**config.mk**
```make
export PLATFORM = sky130hd
export DESIGN_NAME = ies_core
export DESIGN_NICKNAME = d
export VERILOG_FILES = /design/src/hw/ies_pkg.sv /design/src/hw/ies_sync.sv /design/src/hw/ies_core.sv
export SDC_FILE = /design/constraint.sdc
export NUM_CORES = 1
export LEC_CHECK = 0
export ABC_CLOCK_PERIOD_IN_PS = 1600
export BUFFER_PORTS_ARGS = -buffer_cell sky130_fd_sc_hd__buf_2
export CAP_MARGIN = 20
export CORE_ASPECT_RATIO = 1.2
export CORE_MARGIN = 1
export CORE_UTILIZATION = 40
export CTS_BUF_LIST = sky130_fd_sc_hd__clkbuf_16
export DETAILED_ROUTE_END_ITERATION = 10
export GPL_TIMING_DRIVEN = 0
export PLACE_DENSITY = 0.61
export SYNTH_ARGS = -nofsm -noshare
export SYNTH_HDL_FRONTEND = slang
export SYNTH_SLANG_ARGS = --single-unit
```
**constraint.sdc**
```tcl
create_clock -name core_clk -period 1.6 [get_ports core_clk]
set_input_delay 0 -clock core_clk [delete_from_list [all_inputs] [get_ports core_clk]]
set_output_delay 0 -clock core_clk [all_outputs]
set_load 0.02 [all_outputs]
```
**src/hw/ies_pkg.sv**
```systemverilog
// constants and types shared by the interrupt encoder and slip logic
package ies_pkg;

  // coded sources, index order is priority order (0 highest)
  localparam int NSRC = 10;
  localparam int SRC_RTC = 0;
  localparam int SRC_TIMER = 1;
  localparam int SRC_DPA = 2;
  localparam int SRC_DPB = 3;
  localparam int SRC_DPC = 4;
  localparam int SRC_BVR = 5;
  localparam int SRC_CRX = 6;
  localparam int SRC_CTX = 7;
  localparam int SRC_SER2 = 8;
  localparam int SRC_EXT = 9;

  // codes as {pin5, pin4, pin3, pin2, pin1}, pin levels, low pins active
  localparam logic [NSRC-1:0][4:0] SRC_CODES = {
    5'h0e,  // external vector source (pin5 low)
    5'h17,  // second serial unit, vector 70
    5'h1b,  // console transmit, vector 64
    5'h13,  // console receive, vector 60
    5'h15,  // backplane vector register, vector 130
    5'h1d,  // dual port c, vector 134
    5'h19,  // dual port b, vector 124
    5'h11,  // dual port a, vector 120
    5'h1a,  // timer counter, vector 104
    5'h12   // line clock tick, vector 100
  };
  localparam logic [4:0] CODE_IDLE = 5'h1f;

  // sources held in set/clear latches, and the shared console clear
  localparam logic [NSRC-1:0] LATCHED_MASK = 10'h13f;
  localparam logic [NSRC-1:0] CONSOLE_MASK = 10'h0c0;

  // transitions of the four-slip burst
  localparam int SLIP_FOUR_EDGES = 4;
  localparam int SLIP_CNT_W = 3;

  typedef enum logic [2:0] {
    ST_IDLE = 3'b000,
    ST_ONE = 3'b001,
    ST_FOUR = 3'b010,
    ST_MULTI = 3'b011,
    ST_HOLD = 3'b100
  } ies_slip_t;

endpackage : ies_pkg

```
**src/hw/ies_sync.sv**
```systemverilog
// two-flop synchroniser bank for asynchronous pins
`timescale 1ns/1ps
module ies_sync #(
  parameter int WIDTH = 1
) (
  // clock and reset
  input wire logic core_clk,
  input wire logic srst,
  // data
  input wire logic [WIDTH-1:0] din,
  output logic [WIDTH-1:0] dout
);

  if (WIDTH < 1) begin : gBadWidth
    $error("ies_sync needs WIDTH of at least 1");
  end

  logic [WIDTH-1:0] meta_r;
  logic [WIDTH-1:0] stab_r;

  // first stage feeds only the second stage
  always_ff @(posedge core_clk) begin
    if (srst) begin
      meta_r <= '0;
      stab_r <= '0;
    end else begin
      meta_r <= din;
      stab_r <= meta_r;
    end
  end

  assign dout = stab_r;

endmodule : ies_sync

```
**src/hw/ies_core.sv**
```systemverilog
// processor interrupt encoder, acknowledge decoder and ready slip logic
// Summary of operation
// seven latched sources, two logic latches, twelve capture latches
// lowest interrupt pin carries dma request unencoded
// interrupt pins one to four come from priority encoder
// pin five low when encoder selects an external vector source
// pin six is power fail or backplane reset or init
// pin seven is halt or console break, restart trap
// acknowledge shows code on bus bits 12-8, decoded from 12-8
// level six codes: line clock 100, timer counter 104
// level five codes: vectors 120, 124, 134, 130
// level four codes: console receive 60, transmit 64, serial 70
// processor acknowledges only highest pending above its priority
// sixteen sources, mixed polarities, two ORed groups
// seven sources held in latches until explicitly cleared
// column strobe captures requests; priority-in enables encoder output
// acknowledge start decodes code, pulses low clear for served source
// console receive and transmit share one clear output
// ready pulsed low during row strobe slips processor cycles
// slips only with no two-port, ack, timeout, grant; row strobe on
// single slip on priority-in with clock rise, or dma access
// single slip ends once priority-in drops
// dma select with slip one: four ready transitions then high
// both slip lines: pulse per clock rise until two-port ready
// restart clear needs no grant, read cycle and priority-in
// reset clears latches, counters; ready high, interrupts idle
`timescale 1ns/1ps
module ies_core import ies_pkg::*; #(
  parameter int SLIP_EDGES = SLIP_FOUR_EDGES
) (
  // clock and reset
  input wire logic core_clk,
  input wire logic srst,
  // latched request sources
  input wire logic lineClockTickRequest,
  input wire logic timerCounterRequest,
  input wire logic dualPortRequestA,
  input wire logic dualPortRequestB,
  input wire logic dualPortRequestC,
  input wire logic backplaneVectorRegRequest,
  input wire logic secondSerialRequest,
  // five-input logic circuit
  input wire logic backplaneHaltRequest,
  input wire logic consoleBreakRequest,
  input wire logic powerLossWarning,
  input wire logic backplaneResetRequest,
  input wire logic backplaneInitInput,
  // direct sources
  input wire logic consoleReceiveRequest_n,
  input wire logic consoleTransmitRequest_n,
  input wire logic parallelTimerChipRequest_n,
  input wire logic dmaControllerRequest_n,
  // processor bus
  input wire logic bufferedColumnStrobe_n,
  input wire logic rowStrobe_n,
  input wire logic localDataStrobe_n,
  input wire logic priorityInStrobe,
  input wire logic processorClockOutput,
  input wire logic cpuWrite_n,
  input wire logic acknowledgeTransaction,
  input wire logic grantSelectZero,
  input wire logic grantSelectOne,
  input wire logic [15:0] localAddressDataBus,
  // slip control
  input wire logic slipOneSelect_n,
  input wire logic slipFourSelect_n,
  input wire logic dmaControllerSelect_n,
  input wire logic dualPortReady_n,
  input wire logic externalAckActive_n,
  input wire logic timeoutRequest_n,
  input wire logic slowPeriphSelect,
  // processor interrupt pins
  output logic dmaRequestInput_n,
  output logic [3:0] codedRequestBit_n,
  output logic externalVectorFlagInput_n,
  output logic powerfailRequestInput_n,
  output logic restartRequestInput_n,
  // clears and ready
  output logic [NSRC-1:0] sourceAck_n,
  output logic consoleAck_n,
  output logic restartClear,
  output logic ready
);

  if (SLIP_EDGES < 2 || SLIP_EDGES > 7) begin : gBadEdges
    $error("SLIP_EDGES must lie in 2..7");
  end

  localparam int NIN = 37;
  // active-low pins are inverted around the synchroniser so that its reset
  // value is the idle level and no false edge follows reset
  localparam logic [NIN-1:0] IDLE_HIGH = 37'h001fc807e;
  localparam logic [SLIP_CNT_W-1:0] EDGE_LAST =
    SLIP_CNT_W'(SLIP_EDGES - 1);

  function automatic logic [4:0] encodeReq(input logic [NSRC-1:0] req);
    logic [4:0] code;
    code = CODE_IDLE;
    for (int i = NSRC - 1; i >= 0; i--) begin
      if (req[i]) begin
        code = SRC_CODES[i];
      end
    end
    return code;
  endfunction : encodeReq

  function automatic logic [NSRC-1:0] decodeAck(input logic [4:0] code);
    logic [NSRC-1:0] hit;
    hit = '0;
    for (int i = 0; i < NSRC; i++) begin
      hit[i] = (code[3:0] == SRC_CODES[i][3:0]) &&
               (code[4] == SRC_CODES[i][4]);
    end
    return hit;
  endfunction : decodeAck

  // every pin is asynchronous to core_clk
  logic [NIN-1:0] rawIn;
  logic [NIN-1:0] syncIn;
  logic sLine, sTimer, sDpA, sDpB, sDpC, sBvr, sSer2;
  logic sHalt, sBreak, sPfail, sBreset, sInit;
  logic sRxN, sTxN, sParN, sDmaN;
  logic sCasN, sRasN, sIdsN, sPi, sCout, sWrN, sAck, sSel0, sSel1;
  logic [4:0] sBus;
  logic sSlip1N, sSlip4N, sDtcN, sDprdyN, sEiakN, sRqtmN, sSlow;

  assign rawIn = {lineClockTickRequest, timerCounterRequest,
    dualPortRequestA, dualPortRequestB, dualPortRequestC,
    backplaneVectorRegRequest, secondSerialRequest,
    backplaneHaltRequest, consoleBreakRequest, powerLossWarning,
    backplaneResetRequest, backplaneInitInput,
    consoleReceiveRequest_n, consoleTransmitRequest_n,
    parallelTimerChipRequest_n, dmaControllerRequest_n,
    bufferedColumnStrobe_n, rowStrobe_n, localDataStrobe_n,
    priorityInStrobe, processorClockOutput, cpuWrite_n,
    acknowledgeTransaction, grantSelectZero, grantSelectOne,
    localAddressDataBus[12:8],
    slipOneSelect_n, slipFourSelect_n, dmaControllerSelect_n,
    dualPortReady_n, externalAckActive_n, timeoutRequest_n,
    slowPeriphSelect} ^ IDLE_HIGH;

  ies_sync #(.WIDTH(NIN)) uSync (
    .core_clk(core_clk),
    .srst(srst),
    .din(rawIn),
    .dout(syncIn)
  );

  assign {sLine, sTimer, sDpA, sDpB, sDpC, sBvr, sSer2,
    sHalt, sBreak, sPfail, sBreset, sInit,
    sRxN, sTxN, sParN, sDmaN,
    sCasN, sRasN, sIdsN, sPi, sCout, sWrN, sAck, sSel0, sSel1,
    sBus, sSlip1N, sSlip4N, sDtcN, sDprdyN, sEiakN, sRqtmN,
    sSlow} = syncIn ^ IDLE_HIGH;

  // state
  logic [NSRC-1:0] srcPrev_r, srcLatch_r, codedCap_r;
  logic casPrev_r, coutPrev_r, ackPrev_r, rsPrev_r;
  logic pfLatch_r, rsLatch_r, pfCap_r, rsCap_r;
  logic dmaOut_r, restartClear_r, consoleAck_r, ready_r;
  logic [4:0] codeOut_r;
  logic [NSRC-1:0] sourceAck_r;
  logic [SLIP_CNT_W-1:0] slipCnt_r, slipCnt_nxt;
  ies_slip_t state_r, state_nxt;
  logic ready_nxt;

  // source levels, all active high, index order as the codes
  wire [NSRC-1:0] srcLevel = {~sParN, sSer2, ~sTxN, ~sRxN, sBvr,
    sDpC, sDpB, sDpA, sTimer, sLine};
  wire casFall = ~sCasN & casPrev_r;
  wire coutRise = sCout & ~coutPrev_r;
  wire ackRise = sAck & ~ackPrev_r;
  wire [NSRC-1:0] latRise = srcLevel & ~srcPrev_r & LATCHED_MASK;
  wire [NSRC-1:0] ackHit = ackRise ? decodeAck(sBus) : '0;
  // set wins over a clear landing in the same cycle
  wire [NSRC-1:0] srcLatch_nxt = latRise | (srcLatch_r & ~ackHit);
  wire [NSRC-1:0] pending = (srcLatch_r & LATCHED_MASK) |
    (srcLevel & ~LATCHED_MASK);
  wire [4:0] encCode = encodeReq(codedCap_r);
  wire pfSet = sPfail | sBreset | sInit;
  wire pfLatch_nxt = pfSet | (pfLatch_r & ~(sPi & pfCap_r));
  wire rsSet = sHalt | sBreak;
  wire rsLatch_nxt = (rsSet & ~rsPrev_r) | (rsLatch_r & ~restartClear_r);
  wire restartClear_nxt = ~sSel0 & ~sSel1 & sWrN & sPi & rsCap_r;

  // slip qualifiers
  wire slipAllow = sDprdyN & sEiakN & sRqtmN & ~sSel0 & ~sSel1 &
    ~sRasN;
  wire multiReq = ~sSlip1N & ~sSlip4N;
  wire fourReq = ~sDtcN & ~sSlip1N & sSlip4N & ~sIdsN;
  wire oneReq = (sSlow & sPi & coutRise) | (casFall & ~sDtcN);

  always_ff @(posedge core_clk) begin
    if (srst) begin
      srcPrev_r <= '0;
      srcLatch_r <= '0;
      codedCap_r <= '0;
      casPrev_r <= 1'b0;
      coutPrev_r <= 1'b0;
      ackPrev_r <= 1'b0;
      rsPrev_r <= 1'b0;
    end else begin
      srcPrev_r <= srcLevel;
      srcLatch_r <= srcLatch_nxt;
      casPrev_r <= ~sCasN;
      coutPrev_r <= sCout;
      ackPrev_r <= sAck;
      rsPrev_r <= rsSet;
      if (casFall) begin
        codedCap_r <= pending;
      end
    end
  end

  always_ff @(posedge core_clk) begin
    if (srst) begin
      pfLatch_r <= 1'b0;
      rsLatch_r <= 1'b0;
      pfCap_r <= 1'b0;
      rsCap_r <= 1'b0;
      restartClear_r <= 1'b0;
    end else begin
      pfLatch_r <= pfLatch_nxt;
      rsLatch_r <= rsLatch_nxt;
      restartClear_r <= restartClear_nxt;
      if (casFall) begin
        pfCap_r <= pfLatch_r;
        rsCap_r <= rsLatch_r;
      end
    end
  end

  // the encoder drives a code only while priority-in is up
  always_ff @(posedge core_clk) begin
    if (srst) begin
      codeOut_r <= CODE_IDLE;
      dmaOut_r <= 1'b0;
      sourceAck_r <= '1;
      consoleAck_r <= 1'b1;
    end else begin
      codeOut_r <= sPi ? encCode : CODE_IDLE;
      dmaOut_r <= ~sDmaN;
      sourceAck_r <= ~ackHit;
      consoleAck_r <= ~(|(ackHit & CONSOLE_MASK));
    end
  end

  // ready slip sequencer
  always_comb begin
    state_nxt = state_r;
    ready_nxt = ready_r;
    slipCnt_nxt = slipCnt_r;
    case (state_r)
      ST_IDLE: begin
        ready_nxt = 1'b1;
        if (slipAllow && multiReq && coutRise) begin
          state_nxt = ST_MULTI;
          ready_nxt = 1'b0;
        end else if (slipAllow && fourReq && coutRise) begin
          state_nxt = ST_FOUR;
          ready_nxt = 1'b0;
          slipCnt_nxt = SLIP_CNT_W'(1);
        end else if (slipAllow && oneReq) begin
          state_nxt = ST_ONE;
          ready_nxt = 1'b0;
        end
      end
      ST_ONE: begin
        if (!sPi) begin
          state_nxt = ST_IDLE;
          ready_nxt = 1'b1;
        end
      end
      ST_FOUR: begin
        if (!slipAllow) begin
          state_nxt = ST_HOLD;
          ready_nxt = 1'b1;
        end else if (coutRise) begin
          slipCnt_nxt = slipCnt_r + SLIP_CNT_W'(1);
          ready_nxt = ~ready_r;
          if (slipCnt_r == EDGE_LAST) begin
            state_nxt = ST_HOLD;
            ready_nxt = 1'b1;
          end
        end
      end
      ST_MULTI: begin
        if (!slipAllow) begin
          state_nxt = ST_HOLD;
          ready_nxt = 1'b1;
        end else begin
          ready_nxt = ~coutRise;
        end
      end
      ST_HOLD: begin
        ready_nxt = 1'b1;
        if (sRasN && sIdsN) begin
          state_nxt = ST_IDLE;
        end
      end
      default: begin
        state_nxt = ST_IDLE;
        ready_nxt = 1'b1;
      end
    endcase
  end

  always_ff @(posedge core_clk) begin
    if (srst) begin
      state_r <= ST_IDLE;
      ready_r <= 1'b1;
      slipCnt_r <= '0;
    end else begin
      state_r <= state_nxt;
      ready_r <= ready_nxt;
      slipCnt_r <= slipCnt_nxt;
    end
  end

  assign dmaRequestInput_n = ~dmaOut_r;
  assign codedRequestBit_n = codeOut_r[3:0];
  assign externalVectorFlagInput_n = codeOut_r[4];
  assign powerfailRequestInput_n = ~pfCap_r;
  assign restartRequestInput_n = ~rsCap_r;
  assign sourceAck_n = sourceAck_r;
  assign consoleAck_n = consoleAck_r;
  assign restartClear = restartClear_r;
  assign ready = ready_r;
endmodule : ies_core

```
After elaboration in Yosys (flattened, before gate mapping)
Index checks and enable logic that the tools add are counted.
Widths: inputs -> output; s select.
{"block": "word_totals", "inputBits": 50, "word_cells": 171, "regBits": 136, "out_inout_bits": 21}
{"block": "op_classes", "n_addsub": 1, "reduce_logical": 25, "bitwise": 62, "n_eq_ne": 25, "n_mux": 35}
{"cell": "$mux 3", "count": 13}
{"cell": "$mux 4", "count": 9}
{"cell": "$not 14->14", "count": 2}
{"cell": "$not 1->1", "count": 25}
{"cell": "$and 1x1->1", "count": 23}
{"cell": "$eq 4x4->1 const B", "count": 5}
{"cell": "$or 9x10->10", "count": 2}
{"cell": "$logic_and 1x1->1", "count": 16}
{"cell": "$pmux 3 s5", "count": 1}
{"cell": "$ne 2x2->1 const B", "count": 7}
{"cell": "$reduce_or 11->1", "count": 1}
{"cell": "$and 10x10->10", "count": 1}
{"cell": "$mux 10", "count": 1}
{"cell": "$not 10->10", "count": 1}
{"cell": "$and 9x9->9", "count": 1}
{"cell": "$eq 3x2->1 const B", "count": 3}
{"cell": "$not 9->9", "count": 1}
{"cell": "$eq 4x2->1 const B", "count": 2}
{"cell": "$eq 4x3->1 const B", "count": 2}
{"cell": "$mux 1", "count": 8}
{"cell": "$ne 3x3->1 const B", "count": 2}
{"cell": "$or 1x1->1", "count": 6}
{"cell": "$pmux 3 s2", "count": 1}
{"cell": "$reduce_and 6->1", "count": 1}
{"cell": "other kinds (13)", "count": 14}

Logic depth before layout (Yosys ltp)
Gate-level depths: netlist (run 1).
{"block": "depth", "word_depth": 11, "mapped_depth": 6, "ltp_nobuf": 6}

Cells and area by module
Synthesis (run 1) repeated with hierarchy kept, for this count alone.
{"block": "unflattened", "hier_cells": 421, "hier_area_um2": 4292.9}
{"mod": "ies_core", "area_each_um2": 2264.7, "seq_area_each_um2": 1141.1, "cells_each": 265, "instances": 1}
{"mod": "ies_sync", "area_each_um2": 2028.2, "seq_area_each_um2": 1481.4, "cells_each": 156, "instances": 1}

Least setup slack after synthesis (run 1)
OpenSTA, ideal clock, no wires.
{"block": "synth_path", "kind": "register to register", "start": "reg slipCnt_r[0]", "end": "reg ready_r (netlist: ready)", "slack_ns": 0.022, "n_path_buf": 0, "required_ns": 1.475, "synth_period_minus_slack_ns": 1.578, "t_arrival_ns": 1.453, "setup_time_ns": 0.125, "stages_incl_launch_ff": 7, "cell_sequence": "dfxtp_1 -> ha_1 -> ha_1 -> nor3b_1 -> a21oi_1 -> o32a_1 -> o41a_1"}
{"block": "synth_via", "elab_chain_len": 5}
{"element": "start, declared", "line_no": "ies_core.sv:163", "rtl": "logic [SLIP_CNT_W-1:0] slipCnt_r, slipCnt_nxt;"}
{"element": "start signal, assigned", "line_no": "ies_core.sv:316", "rtl": "slipCnt_r <= slipCnt_nxt;"}
{"element": "$eq 3x2->1", "line_no": "ies_core.sv:281", "rtl": "if (slipCnt_r == EDGE_LAST) begin"}
{"element": "$mux 1", "line_no": "ies_core.sv:281"}
{"element": "$mux 1", "line_no": "ies_core.sv:278", "rtl": "end else if (coutRise) begin"}
{"element": "$mux 1", "line_no": "ies_core.sv:275", "rtl": "if (!slipAllow) begin"}
{"element": "$pmux 1 s4", "line_no": "ies_core.sv:253", "rtl": "case (state_r)"}
{"element": "end signal, assigned", "line_no": "ies_core.sv:315", "rtl": "ready_r <= ready_nxt;"}
{"element": "end, declared", "line_no": "ies_core.sv:160", "rtl": "logic dmaOut_r, restartClear_r, consoleAck_r, ready_r;"}
Every way passes these cells. The select of a mux whose other input is x is not followed.
A chain may end at the register's enable or synchronous reset.

Worst setup path in the final report (run 1)
Ends and elaborated chain as after synthesis.

==> results of run 1 <==
==> per-layer routing <==
layer  wire length [um]  vias up  global-route usage (%)  share of wire [%]
met4                197        0                    9.80                2.4
met2               4250       85                    28.2                 51
li1                   -     1560                       -                  -
met3                433       17                    6.05                5.2
met5                  0        -                       0                  0
met1               3470     1394                    19.0                 42
==> layout by cell type (no fill, tap or decap), types with 5 or more instances in the layout <==
cell,netlist,layout
a21oi_1,26,26
buf_2,0,59
buf_4,0,6
clkbuf_1,15,14
clkbuf_16,0,17
clkinv_2,0,6
dfxtp_1,131,130
dlygate4sd3_1,0,38
inv_1,8,10
nand2_1,40,40
nand2b_1,9,9
nand3_1,7,7
nand4_1,5,5
nor2_1,28,28
nor2b_1,77,77
o21ai_0,7,6
o31ai_1,6,6
==> logic make-up after synthesis <==
group | count (synthesis) | share of synthesized area (%)
buffers and inverters | 24 | 2.18
AO/OA/AOI/OAI | 50 | 7.46
multiplexers | 1 | 0.243
adder cells (fa/ha/maj) | 2 | 0.606
AND/OR/NAND/NOR | 192 | 26.0
flip-flops | 131 | 63.6
==> flip-flops by register name (all words and copies together), names as in the netlist, 3 cells and up <==
name,cells
uSync.dout,37
uSync.meta_r,37
codedCap_r,10
sourceAck_n,10
srcLatch_r,7
srcPrev_r,7
codeOut_r,5
slipCnt_r,3
state_r,3
==> final cells by class <==
type	count	area, sq um	area share, %
Buffer	15	56.3	1.01
Clock buffer	17	425	7.63
Clock inverter	15	101	1.82
Inverter	8	30.0	0.538
Multi-Input combinational cell	245	1460	26.2
Sequential cell	131	2620	47.0
Tap cell	126	158	2.83
Timing Repair Buffer	103	721	12.9
==> path summary, 6_finish.rpt <==
check,startpoint,end,cells past startpoint
min reg2reg,uSync.dout[15],restartClear,1
max reg2reg,slipCnt_r[0],ready,6
max,slipCnt_r[0],ready,6
min,dmaControllerSelect_n,uSync.meta_r[4],3
==> what timing repair did <==
item                                   4_1_cts  5_1_grt
endpoints found under the hold margin       43        0
hold buffers                                38        0
setup endpoints to repair                    2        3
pin swaps                                    1        4
resized for setup                            4        6
setup buffers                                3        3
==> report_power, final <==
group / total, uW / leakage, uW / switching, uW / internal [uW]
clock: 3390 / 0.000263 / 1310 / 2080
combinational: 308 / 0.000838 / 136 / 173
sequential: 3420 / 0.00108 / 40.9 / 3380
total: 7110 / 0.00218 / 1480 / 5630
==> worst reg2reg max path, delay by kind of cell (launching register included) <==
family                   cells  cell delay (ns)
AO/OA/AOI/OAI                3             0.70
adder cells (fa/ha/maj)      2             0.34
flip-flops                   1             0.34
AND/OR/NAND/NOR              1             0.19
==> through the flow <==
stage          util, %  instances  power (uW)  setup TNS, ns
3_5_place_dp      45.8        585        3720         -0.191
2_1_floorplan        -        400        3610              0
3_3_place_gp      45.8        585        3710        -0.0585
6_report          55.7        660        7110        -0.0704
4_1_cts           55.2        657        7190        -0.0479
5_1_grt           55.7        660        7390         -0.150
==> results.cfg, run 1 <==
[worst_setup_path]
reg2reg_slack_ns = -0.07
critical-path-top-cell-by-count = ha_4
crit_required_ns = 1.89
critPathMaxFanout = 3
cp_top_family = compound AO/OA/AOI/OAI gates
startpoint_type = register
cp_slowest_cell = dfxtp_2
cp-end-kind = register
max_stage_delay_ns = 0.34
cp.arrival_ns = 1.96
worstSetupPathType = reg -> reg
crit_chain = ha_4 -> ha_4 -> nor3b_2 -> a21oi_1 -> o32a_1 -> o41a_1
path_buf_inv = 0

[route]
postRouteAntennaNets = 0
drt-pass1-iter-count = 4
via_per_inst = 4.63
drcViolationCount = 0
first_iter_violations = 143
wl_per_cell_um = 12.7
vias = 3056
wirelength_um = 8350

[placed_design]
pre_cts_ws_ns = -0.110
hpwl_um = 5450
place_congestion = 0.769
placed_cell_area_sq_um = 4580
portBuffers = 59

[sta]
worst_pin_slew_ns = 0.623
period_share_pct = 104
setup_viol_count_final = 1
grt_setup_unrepaired = yes
drv_slew = 0
worst_slack_ns = -0.0704
hold_slack_ns = 0.279
final-hold-violation-count = 0
min_period_ns = 1.67
finClkSkew_ns = 0.00606
slew_headroom_pct = 58.5
fmax_mhz = 599

[min_path]
min_path_type = in -> reg

[synthesis]
yosys.area.top_type = dfxtp_1
synth.top_cells.by_count = dfxtp_1, nor2b_1, nand2_1
synth_enable_flop_cells = 0
ys_ff_latch = 131
synth_cell_types = 41
ys.flop_type = dfxtp_1
syn_avg_cell_area_sq_um = 10.3
synthArstFlopShare_pct = 0
syn_nets = 452
ys_seq_area_share_pct = 63.6
yosysWarnings = 0
yosysMostFrequentCell = dfxtp_1
syn-cell-area_sq_um = 4130
synthTopCellsByArea = dfxtp_1, nor2b_1, nand2_1, a21oi_1, nor2_1
synth_top_area_share_pct = 63.6
synth_cells = 400

[floorplan]
core_sq_um = 10000
die_h_um = 113
die_area_sq_um = 10700
pin_count = 71
placementRows = 40
die_x_um = 94.7
start_util_pct = 41.2

[power]
powerDensity_nw_per_um2 = 1270
p_leak_uw = 0.00218
vdd_drop_max_v = 0.000802

[clock_tree]
clock_path_buffers = 2
clk_pin_slew_ns = 0.05
htree_levels = 4
numCtsBuffers = 17
cts_tree = built
cts.sinks = 131
root_buffer = clkbuf_16
clock_latency_ns = 0.41

[layout]
synthToLayoutAreaGrowth_pct = 35.2
fin_nets = 573
fillers = 888
drive_gt1_share_pct = 19.7
antenna_cells = 0
final_area_sq_um = 5580

[flow_run]
drv_cap = 0

[run_status]
status = finished with violations
violations = setup timing

[grt]
grt_pass1_vias = 2903
grt_start_max_net_pins = 17
overflow = 0
antenna_found_initial = 0
grt_pass1_wl_um = 13500
gr-usage-all-layers_pct = 17.2
No activity file was read; power rests on OpenSTA's default activity.
==> inputs of run 2 (changes only) <==
--- a/config.mk
+++ b/config.mk
@@ -10,11 +10,11 @@
 export CAP_MARGIN = 20
 export CORE_ASPECT_RATIO = 1.2
 export CORE_MARGIN = 1
-export CORE_UTILIZATION = 40
+export CORE_UTILIZATION = 49
 export CTS_BUF_LIST = sky130_fd_sc_hd__clkbuf_16
 export DETAILED_ROUTE_END_ITERATION = 10
 export GPL_TIMING_DRIVEN = 0
-export PLACE_DENSITY = 0.61
+export PLACE_DENSITY = 0.73
 export SYNTH_ARGS = -nofsm -noshare
 export SYNTH_HDL_FRONTEND = slang
 export SYNTH_SLANG_ARGS = --single-unit
==> run 2 against run 1 <==
The run now ends clean. Clock skew increased by 0.0078 ns. Global-route usage rose by 4.6 points. Combinational power is essentially flat. First-iteration DRC count is 48% lower.
==> results.cfg, run 2 (synthesis results as in run 1) <==
[layout]
antenna_cells = 0
synthToLayoutAreaGrowth_pct = 35.5
final_cell_mix = dfxtp_1, nor2b_1, buf_2
layout_commonest_cell = dfxtp_1
drive_gt1_share_pct = 20.9
fin_nets = 571
postLayoutCoreUtil_pct = 68.6

[route]
drcViolationCount = 0
first_iter_violations = 74
vias = 3032
wl_met3_um = 195
via_per_inst = 4.69
met2_length_um = 4660
wirelength_um = 8400
drt-pass1-iter-count = 5
met1Wirelength_um = 3480
top_layer = met4
postRouteAntennaNets = 0
wl_per_cell_um = 13.0

[worst_setup_path]
crit_required_ns = 1.88
critPathMaxFanout = 6
startpoint_type = register
cp-end-kind = register
worstSetupPathType = reg -> reg
cp.arrival_ns = 1.87

[sta]
worst_pin_slew_ns = 0.606
fmax_mhz = 629
setup_tns_ns = 0
drv_slew = 0
slew_headroom_pct = 59.6
setup_viol_count_final = 0
worst_slack_ns = 0.0109
hold_slack_ns = 0.279
period_share_pct = 99.3
finClkSkew_ns = 0.0138
grt_setup_unrepaired = yes
min_period_ns = 1.59
final-hold-violation-count = 0

[placed_design]
portBuffers = 59
pre_cts_ws_ns = -0.0902
hpwl_um = 5120
place_congestion = 0.881

[floorplan]
die_x_um = 85.8
die_h_um = 103
core_sq_um = 8150
die_area_sq_um = 8790
placementRows = 36
pin_count = 71
start_util_pct = 50.6

[clock_tree]
clock_latency_ns = 0.40
clk_pin_slew_ns = 0.06
cts_tree = built
root_buffer = clkbuf_16
cts.sinks = 131
htree_levels = 4
clock_path_buffers = 2
numCtsBuffers = 17

[power]
vdd_drop_max_v = 0.000932
power_frac_seq_pct = 46.9
pwr-share-clk_pct = 48.8
p_leak_uw = 0.00217
p_int_uw = 5690
powerDensity_nw_per_um2 = 1300
p_sw_uw = 1600
switching_share_pct = 21.9
comb_power_share_pct = 4.2

[grt]
grt_start_max_net_pins = 17
grt_pass1_wl_um = 14100
overflow = 0
antenna_found_initial = 0
gr-usage-all-layers_pct = 21.8
grt_pass1_vias = 3059

[run_status]
status = finished, final reports clean

[min_path]
min_path_type = in -> reg

[flow_run]
drv_cap = 0
[run 2: final timing paths]
| check | from | end | slack (ns) | cells past startpoint |
|---|---|---|---|---|
| setup / recovery | uSync.dout[3] | ready | 0.01 | 5 |
| hold / removal | cpuWrite_n | uSync.meta_r[15] | 0.28 | 3 |
| setup reg to reg | uSync.dout[3] | ready | 0.01 | 5 |
| hold reg to reg | uSync.dout[15] | restartClear | 0.40 | 1 |
[run 2: timing repair]
action,in CTS,in global routing
buffers inserted,4,0
endpoints found under the hold margin,42,0
hold buffers,38,0
pin swaps,4,3
setup endpoints to repair,3,6
resized for setup,10,6
[run 2: cell type report]
type / instances / area, sq um
clock buffers: 17 / 425
inverters: 8 / 30.0
flip-flops and latches: 131 / 2630
fillers: 609 / 2560
repair buffers: 101 / 706
clock inverters: 15 / 131
well taps: 114 / 143
plain buffers: 15 / 57.6
multi-input cells: 245 / 1470
[run 2: worst max-delay path: stages, from the launching register on]
cell     delay [ns]
dfxtp_2        0.32
nor4b_4        0.26
buf_4          0.18
nand2_2        0.06
o32a_1         0.34
o41a_1         0.30
[run 2: power by group through the flow]
stage	clock network, uW	registers (uW)	logic (uW)
3_5_place_dp	0	3480	227
3_3_place_gp	0	3480	222
4_1_cts	3600	3420	303
6_report	3560	3420	309
2_1_floorplan	0	3470	139
5_1_grt	3780	3430	342
[run 2: per-stage QoR]
step / power [uW] / instances / area [sq um]
4_1_cts: 7320 / 646 / 5580
2_1_floorplan: 3610 / 400 / 4130
3_5_place_dp: 3710 / 573 / 4560
6_report: 7280 / 646 / 5590
5_1_grt: 7550 / 646 / 5590
3_3_place_gp: 3700 / 573 / 4560
[run 2: metal layers]
metal,vias to the layer above,track usage [%]
met4,0,12.3
met5,-,0
met2,53,41.1
li1,1562,-
met3,4,4.64
met1,1413,22.4
